[config.mk]
export PLATFORM = sky130hd
export DESIGN_NAME = dual_watchdog_registers
export DESIGN_NICKNAME = d
export VERILOG_FILES = /design/src/common/dual_watchdog_pkg.sv /design/src/design/dual_watchdog_registers.sv
export SDC_FILE = /design/constraint.sdc
export NUM_CORES = 1
export LEC_CHECK = 0
export BUFFER_PORTS_ARGS = -buffer_cell sky130_fd_sc_hd__buf_4
export CORE_UTILIZATION = 60
export CTS_BUF_LIST = sky130_fd_sc_hd__clkbuf_8 sky130_fd_sc_hd__clkbuf_16
export CTS_CLUSTER_DIAMETER = 120
export CTS_CLUSTER_SIZE = 28
export DETAILED_ROUTE_END_ITERATION = 10
export PLACE_DENSITY = 0.84
export RECOVER_POWER = 100
export SLEW_MARGIN = 10
export SYNTH_ARGS = -nofsm -noshare
export SYNTH_HDL_FRONTEND = slang
export SYNTH_SLANG_ARGS = --single-unit
[constraint.sdc]
create_clock -name clk -period 4.42 [get_ports clk]
set_input_delay 0.442 -clock clk [delete_from_list [all_inputs] [get_ports clk]]
set_output_delay 0.442 -clock clk [all_outputs]
set_load 0.005 [all_outputs]
[src/common/dual_watchdog_pkg.sv]
package dual_watchdog_pkg;
   localparam int ADDR_W = 8;
   localparam int DATA_W = 32;
   // ----------------------------------------
   // register byte addresses
   // ----------------------------------------
   localparam logic [ADDR_W-1:0] OFS_KEY    = 8'h00;
   localparam logic [ADDR_W-1:0] OFS_PSC    = 8'h04;
   localparam logic [ADDR_W-1:0] OFS_RELOAD = 8'h08;
   localparam logic [ADDR_W-1:0] WIN_BASE   = 8'h10;
   localparam logic [ADDR_W-1:0] OFS_CTRL   = 8'h10;
   localparam logic [ADDR_W-1:0] OFS_WINDOW = 8'h14;
   // ----------------------------------------
   // keys, reset values, field positions
   // ----------------------------------------
   localparam logic [15:0] KEY_UNLOCK  = 16'h5555;
   localparam logic [15:0] KEY_REFRESH = 16'haaaa;
   localparam logic [15:0] KEY_START   = 16'hcccc;
   localparam logic [2:0]  PSC_RST     = 3'h6;
   localparam logic [7:0]  RELOAD_RST  = 8'hff;
   localparam logic [6:0]  WCOUNT_RST  = 7'h7f;
   localparam logic [6:0]  WINDOW_RST  = 7'h7f;
   localparam logic [6:0]  WFIRE_AT    = 7'h40;
   localparam int          WEN_BIT     = 7;
   localparam int          CNT_TOP_BIT = 6;
   localparam logic [8:0]  DIV_BASE    = 9'h004;
   localparam logic [2:0]  PSC_MAXCODE = 3'h6;
   localparam logic [1:0]  RESP_OKAY   = 2'h0;
   localparam logic [1:0]  RESP_SLVERR = 2'h2;
   // master clock cycles per windowed decrement
   localparam int WDIV_CYCLES = 12288;

   typedef enum {SEL_KEY, SEL_PSC, SEL_RELOAD, SEL_CTRL, SEL_WINDOW, SEL_NONE} regSel_t;

   typedef struct packed {
      logic [ADDR_W-1:0] awaddr;
      logic              awvalid;
      logic [DATA_W-1:0] wdata;
      logic [3:0]        wstrb;
      logic              wvalid;
      logic              bready;
      logic [ADDR_W-1:0] araddr;
      logic              arvalid;
      logic              rready;
   } axiReq_t;

   typedef struct packed {
      logic              awready;
      logic              wready;
      logic              bvalid;
      logic [1:0]        bresp;
      logic              arready;
      logic              rvalid;
      logic [DATA_W-1:0] rdata;
      logic [1:0]        rresp;
   } axiRsp_t;
endpackage

[src/design/dual_watchdog_registers.sv]
module dual_watchdog_registers #(
   parameter int WDIV = dual_watchdog_pkg::WDIV_CYCLES
) (
   // clock and resets
   input  wire logic                  clk,
   input  wire logic                  rstn,
   input  wire logic                  standbyReset,
   // register bus
   input  wire dual_watchdog_pkg::axiReq_t axiReq,
   output      dual_watchdog_pkg::axiRsp_t axiRsp,
   // low-speed clock and option strap
   input  wire logic                  lowSpeedClock,
   input  wire logic                  hwDogSelect,
   // reset requests
   output      logic                  keyDogResetReq,
   output      logic                  winDogResetReq
);
   import dual_watchdog_pkg::*;

   axiRsp_t           rsp_r;
   logic              awHeld_r, wHeld_r;
   logic [ADDR_W-1:0] awAddr_r;
   logic [DATA_W-1:0] wData_r;
   logic [3:0]        wStrb_r;
   logic              lsMeta_r, lsSync_r, lsPrev_r;
   logic              hwMeta_r, hwSync_r;
   logic              unlocked_r, kEnable_r, kReset_r;
   logic [2:0]        psc_r;
   logic [7:0]        reload_r, kCount_r, kDiv_r;
   logic [6:0]        wCount_r, window_r;
   logic              wEnable_r, wReset_r;
   logic [13:0]       wDiv_r;

   // ----------------------------------------
   // helpers
   // ----------------------------------------
   function automatic regSel_t decode(input logic [ADDR_W-1:0] a);
      unique case (a)
         OFS_KEY:    decode = SEL_KEY;
         OFS_PSC:    decode = SEL_PSC;
         OFS_RELOAD: decode = SEL_RELOAD;
         OFS_CTRL:   decode = SEL_CTRL;
         OFS_WINDOW: decode = SEL_WINDOW;
         default:    decode = SEL_NONE;
      endcase
   endfunction

   function automatic logic [7:0] divLast(input logic [2:0] code);
      logic [2:0] c;
      logic [8:0] d;
      c = (code > PSC_MAXCODE) ? PSC_MAXCODE : code;
      d = (DIV_BASE << c) - 9'h001;
      divLast = d[7:0];
   endfunction

   // ----------------------------------------
   // bus write channels
   // ----------------------------------------
   logic    awTake, wTake, doWrite, bvalidNxt, awHeldNxt, wHeldNxt;
   regSel_t wrSel;
   assign awTake    = axiReq.awvalid && rsp_r.awready;
   assign wTake     = axiReq.wvalid && rsp_r.wready;
   assign doWrite   = awHeld_r && wHeld_r && !rsp_r.bvalid;
   assign bvalidNxt = doWrite || (rsp_r.bvalid && !axiReq.bready);
   assign awHeldNxt = (awHeld_r || awTake) && !doWrite;
   assign wHeldNxt  = (wHeld_r || wTake) && !doWrite;
   assign wrSel     = decode(awAddr_r);

   always_ff @(posedge clk or negedge rstn) begin
      if (!rstn) begin
         awHeld_r <= 1'b0;
         wHeld_r  <= 1'b0;
         awAddr_r <= '0;
         wData_r  <= '0;
         wStrb_r  <= '0;
      end else begin
         awHeld_r <= awHeldNxt;
         wHeld_r  <= wHeldNxt;
         if (awTake) begin
            awAddr_r <= axiReq.awaddr;
         end
         if (wTake) begin
            wData_r <= axiReq.wdata;
            wStrb_r <= axiReq.wstrb;
         end
      end
   end

   // ----------------------------------------
   // bus response and read channels
   // ----------------------------------------
   logic    arTake, rvalidNxt;
   regSel_t rdSel;
   assign arTake    = axiReq.arvalid && rsp_r.arready;
   assign rvalidNxt = arTake || (rsp_r.rvalid && !axiReq.rready);
   assign rdSel     = decode(axiReq.araddr);

   always_ff @(posedge clk or negedge rstn) begin
      if (!rstn) begin
         rsp_r <= '{awready: 1'b1, wready: 1'b1, arready: 1'b1, default: '0};
      end else begin
         rsp_r.awready <= !awHeldNxt && !bvalidNxt;
         rsp_r.wready  <= !wHeldNxt && !bvalidNxt;
         rsp_r.bvalid  <= bvalidNxt;
         if (doWrite) begin
            rsp_r.bresp <= (wrSel == SEL_NONE) ? RESP_SLVERR : RESP_OKAY;
         end
         rsp_r.arready <= !rvalidNxt;
         rsp_r.rvalid  <= rvalidNxt;
         if (arTake) begin
            rsp_r.rresp <= (rdSel == SEL_NONE) ? RESP_SLVERR : RESP_OKAY;
            unique case (rdSel)
               SEL_KEY:    rsp_r.rdata <= '0;
               SEL_PSC:    rsp_r.rdata <= {29'h0, psc_r};
               SEL_RELOAD: rsp_r.rdata <= {24'h0, reload_r};
               SEL_CTRL:   rsp_r.rdata <= {24'h0, wEnable_r, wCount_r};
               SEL_WINDOW: rsp_r.rdata <= {25'h0, window_r};
               SEL_NONE:   rsp_r.rdata <= '0;
            endcase
         end
      end
   end
   assign axiRsp = rsp_r;

   // ----------------------------------------
   // write events
   // ----------------------------------------
   logic keyWr, unlockKey, refreshKey, startKey, pscWr, reloadWr, ctrlWr, windowWr;
   assign keyWr      = doWrite && wrSel == SEL_KEY && wStrb_r[1:0] == 2'h3;
   assign unlockKey  = keyWr && wData_r[15:0] == KEY_UNLOCK;
   assign refreshKey = keyWr && wData_r[15:0] == KEY_REFRESH;
   assign startKey   = keyWr && wData_r[15:0] == KEY_START;
   assign pscWr      = doWrite && wrSel == SEL_PSC && wStrb_r[0] && unlocked_r;
   assign reloadWr   = doWrite && wrSel == SEL_RELOAD && wStrb_r[0] && unlocked_r;
   assign ctrlWr     = doWrite && wrSel == SEL_CTRL && wStrb_r[0];
   assign windowWr   = doWrite && wrSel == SEL_WINDOW && wStrb_r[0];

   // ----------------------------------------
   // input synchronisers
   // ----------------------------------------
   // low-speed clock sampled as input
   always_ff @(posedge clk or negedge rstn) begin
      if (!rstn) begin
         lsMeta_r <= 1'b0;
         lsSync_r <= 1'b0;
         lsPrev_r <= 1'b0;
         hwMeta_r <= 1'b0;
         hwSync_r <= 1'b0;
      end else begin
         lsMeta_r <= lowSpeedClock;
         lsSync_r <= lsMeta_r;
         lsPrev_r <= lsSync_r;
         hwMeta_r <= hwDogSelect;
         hwSync_r <= hwMeta_r;
      end
   end

   logic lsRise, kTick, kFire;
   assign lsRise = lsSync_r && !lsPrev_r;
   assign kTick  = lsRise && kEnable_r && kDiv_r >= divLast(psc_r);
   assign kFire  = kTick && kCount_r == 8'h00;

   // ----------------------------------------
   // key-protected configuration
   // ----------------------------------------
   always_ff @(posedge clk or negedge rstn) begin
      if (!rstn) begin
         unlocked_r <= 1'b0;
         reload_r   <= RELOAD_RST;
         psc_r      <= PSC_RST;
      end else if (standbyReset) begin
         unlocked_r <= 1'b0;
         reload_r   <= RELOAD_RST;
      end else begin
         if (unlockKey) begin
            unlocked_r <= 1'b1;
         end else if (refreshKey) begin
            unlocked_r <= 1'b0;
         end
         if (reloadWr) begin
            reload_r <= wData_r[7:0];
         end
         if (pscWr) begin
            psc_r <= wData_r[2:0];
         end
      end
   end

   // ----------------------------------------
   // key-protected counter
   // ----------------------------------------
   always_ff @(posedge clk or negedge rstn) begin
      if (!rstn) begin
         kEnable_r <= 1'b0;
         kCount_r  <= RELOAD_RST;
         kDiv_r    <= '0;
         kReset_r  <= 1'b0;
      end else begin
         if (startKey || hwSync_r) begin
            kEnable_r <= 1'b1;
         end
         if (lsRise && kEnable_r) begin
            kDiv_r <= (kDiv_r >= divLast(psc_r)) ? 8'h00 : kDiv_r + 8'h01;
         end
         // refresh reloads / from reload value
         if (refreshKey || kFire) begin
            kCount_r <= reload_r;
         end else if (kTick) begin
            kCount_r <= kCount_r - 8'h01;
         end
         if (kFire) begin
            kReset_r <= 1'b1;
         end else if (lsRise) begin
            kReset_r <= 1'b0;
         end
      end
   end
   assign keyDogResetReq = kReset_r;

   // ----------------------------------------
   // windowed dog
   // ----------------------------------------
   logic wTick, wFire, wEnNow;
   assign wTick  = wDiv_r == 14'(WDIV - 1);
   assign wEnNow = wEnable_r || (ctrlWr && wData_r[WEN_BIT]);
   // 0x40 to 0x3f / early reload / gated
   assign wFire  = (wEnable_r && wTick && !ctrlWr && wCount_r == WFIRE_AT)
                || (ctrlWr && wEnNow && (wCount_r > window_r || !wData_r[CNT_TOP_BIT]));

   always_ff @(posedge clk or negedge rstn) begin
      if (!rstn) begin
         wDiv_r    <= '0;
         wCount_r  <= WCOUNT_RST;
         window_r  <= WINDOW_RST;
         wEnable_r <= 1'b0;
         wReset_r  <= 1'b0;
      end else begin
         wDiv_r <= wTick ? 14'h0000 : wDiv_r + 14'h0001;
         if (ctrlWr) begin
            wCount_r <= wData_r[6:0];
         end else if (wTick) begin
            wCount_r <= wCount_r - 7'h01;
         end
         if (ctrlWr && wData_r[WEN_BIT]) begin
            wEnable_r <= 1'b1;
         end
         if (windowWr) begin
            window_r <= wData_r[6:0];
         end
         wReset_r <= wFire;
      end
   end
   assign winDogResetReq = wReset_r;

   logic rdKey_r;
   always_ff @(posedge clk or negedge rstn) begin
      if (!rstn) begin
         rdKey_r <= 1'b0;
      end else if (arTake) begin
         rdKey_r <= rdSel == SEL_KEY;
      end
   end
endmodule

==> flow_metrics.py <==
metrics = {
    "pwr": {
        "p_per_area_nw_per_um2": 454,
        "peakVddDrop_mv": 0.361,
        "p_leak_nw": 2.75,
        "finalPower_mw": 2.77,
    },
    "clock_network": {
        "htree_levels": 3,
        "cts-hold-fix-buffers": 0,
        "cts_num_sinks": 108,
        "cts_resized": 0,
        "clk_path_buf_depth": 2,
        "clkTransAtPathRegs_ns": 0.11,
        "worst_skew_pair.late_latency_ns": 0.38,
        "numCtsBuffers": 9,
        "root_buffer": "clkbuf_8",
        "cts_tree": "done",
        "post-cts-setup-buffers": 0,
    },
    "global_route": {
        "grt-ovfl-total": 0,
        "grt_pass1_vias": 3940,
        "grt_start_max_net_pins": 67,
        "antenna_found_initial": 0,
        "grtUsageTotal": 0.245,
        "grt_pass1_wl_microns": 18600,
    },
    "worst_setup_path": {
        "crit_arrival_ns": 3.13,
        "cp.required_ns": 4.72,
        "reg2reg_depth": 5,
        "startpoint_type": "flop",
        "ff2ff_setup_slack_ns": 1.59,
        "end_kind": "flop",
        "reg2reg_to": "kCount_r[3]",
        "regToRegStartpoint": "awAddr_r[1]",
        "worst_path_max_delay_cell": "nor4_2",
        "path_class": "flop to flop",
        "max_stage_delay_ns": 0.99,
        "crit_chain": "nor4_1 > nand3_1 > nor4_2 > a21oi_1 > o22a_1",
        "critPathMaxFanout": 13,
    },
    "die": {
        "initial_core_util": 0.624,
        "io_pins": 105,
        "die_y_microns": 97.7,
        "fp-row-count": 34,
        "design.die.area_sq_um": 9540,
        "core_sq_um": 8810,
        "fp.dieW_microns": 97.7,
    },
    "run": {
        "drv_cap": 1,
    },
    "synthesis": {
        "async_flop_share": 1.00,
        "netlist_instances": 511,
        "synth.yosys.seq_area_share": 0.500,
        "synth_top_cell_by_area": "dfrtp_1",
        "synth_cell_type_count": 53,
        "synth_edf_count": 0,
        "syn_area_sq_um": 5490,
        "ys_seq_elements": 108,
        "ys.flop_type": "dfrtp_1",
        "ys_warn_count": 0,
        "yosys-top-cells-area": "dfrtp_1, dfstp_2, mux2_2",
        "postSynthAreaPerCell_sq_um": 10.7,
        "synth_top_area_share": 0.333,
    },
    "placed_design": {
        "dp_worst_setup_slack_ns": 1.74,
        "port_buffers": 60,
        "dp_hpwl_microns": 8080,
        "place_congestion": 0.915,
    },
    "sta": {
        "grt_setup_unrepaired": "no",
        "hold_violations": 0,
        "finalSetupViolations": 0,
        "timing.final.crit_share": 0.641,
        "tightest_slew_ns": 2.21,
        "period_needed_ns": 2.83,
        "finalSetupTns_ns": 0,
        "setup_slack_ns": 1.59,
        "skew_ns": 0.0199,
        "relSlewSlack": -0.472,
        "fmax_mhz": 353,
        "drv_slew": 44,
    },
    "status": {
        "failed_checks": "design-rule violations, max-capacitance violations, max-slew violations",
        "outcome": "complete, but fails checks",
    },
    "layout": {
        "fillers": 643,
        "final_cell_mix": "dfrtp_1, mux2_2, buf_4",
        "drive_gt1_frac": 0.262,
        "fin_nets": 651,
        "final_common_cell": "dfrtp_1",
        "antenna-diode-count": 0,
        "syn_to_final_growth_pct": 11.2,
    },
    "routing": {
        "first_iter_violations": 206,
        "drt-total-wl_microns": 10900,
        "via_count": 3997,
        "ant_nets": 0,
        "wire_per_inst_microns": 16.0,
        "first_pass_iters": 8,
        "vias_per_cell": 5.84,
        "drc": 18,
    },
    "worst_hold_path": {
        "hold_class": "input pin to asynchronous set/reset pin",
    },
}
==> critical path: cells and delay by family, from the launching register on <==
| family | cells | cell delay (ns) |
|---|---|---|
| AND/OR/NAND/NOR | 3 | 1.67 |
| AO/OA/AOI/OAI | 2 | 0.67 |
| flip-flops | 1 | 0.42 |
==> per-layer routing <==
metal | vias up | GRT usage | share of wire
met2 | 142 | 0.414 | 0.49
met3 | 20 | 0.0518 | 0.056
li1 | 1899 | - | -
met5 | - | 0 | 0
met1 | 1936 | 0.317 | 0.44
met4 | 0 | 0.0793 | 0.019
==> Yosys cell counts, types with 6 or more instances <==
cell and n:
buf_4 26, mux2i_1 9, nand3_1 18, and3_1 6, nand2b_1 11, nand4_1 9
inv_1 23, a31oi_1 11, nor4bb_1 7, nor2_1 36, a21oi_1 24, nand2_1 34
xor2_1 14, o21ai_0 26, dfrtp_1 73, clkbuf_1 7, nor3_1 8, a211oi_1 6
dfstp_2 35, mux2_2 41, ha_1 18
==> flip-flops by register name, summed over array words and instances (netlist names), 8 cells and up <==
name      flops
kDiv_r        8
wData_r      16
awAddr_r      8
wDiv_r       14
axiRsp       15
kCount_r      8
reload_r      8
==> power breakdown <==
part	leakage, nW	total [mW]	switching, mW	internal [mW]
Combinational	1.37	0.683	0.320	0.363
Sequential	1.28	1.50	0.250	1.25
Clock	0.103	0.594	0.369	0.225
Total	2.75	2.77	0.939	1.84
==> per-stage QoR <==
| stage | instances | area (sq um) | hold slack [ns] | util |
|---|---|---|---|---|
| finish | 684 | 6110 | 0.156 | 0.693 |
| global route | 684 | 6110 | 0.185 | 0.693 |
| CTS | 684 | 6130 | 0.170 | 0.697 |
| detailed placement | 668 | 5940 | 0.340 | 0.674 |
| global placement | 668 | 5940 | 0.333 | 0.674 |
| floorplan | 536 | 5590 | 0.146 | - |
==> worst max path at each step <==
stage                           start          end  slack, ns  depth (start not counted)
after detailed placement  awAddr_r[1]  kCount_r[3]       1.74                          5
after global placement       psc_r[2]  kCount_r[1]       1.88                          7
after floorplan              psc_r[2]  kCount_r[1]       2.20                          8
after CTS                 awAddr_r[1]  kCount_r[3]       1.72                          5
after global routing             rstn   wDiv_r[11]       1.17                          2
final                     awAddr_r[1]  kCount_r[3]       1.59                          5
==> logic make-up after synthesis <==
group,synth area share
AOI/OAI and AO/OA,0.108
xor gates and xnor gates,0.0303
adders and majority gates,0.0410
buffers and inverters,0.0597
DFF,0.500
muxes,0.100
other,0.000683
and+or+nand+nor,0.160
==> final cells by class <==
cell class	instances	area, sq um	area share
timing repair buffer	61	450	0.0738
multi-input combinational	368	2490	0.408
tap	108	135	0.0221
inverter	23	86.3	0.0141
clock buffer	9	124	0.0203
sequential	108	2750	0.450
clock inverter	7	72.6	0.0119
Power figures use the tool's default switching activity.
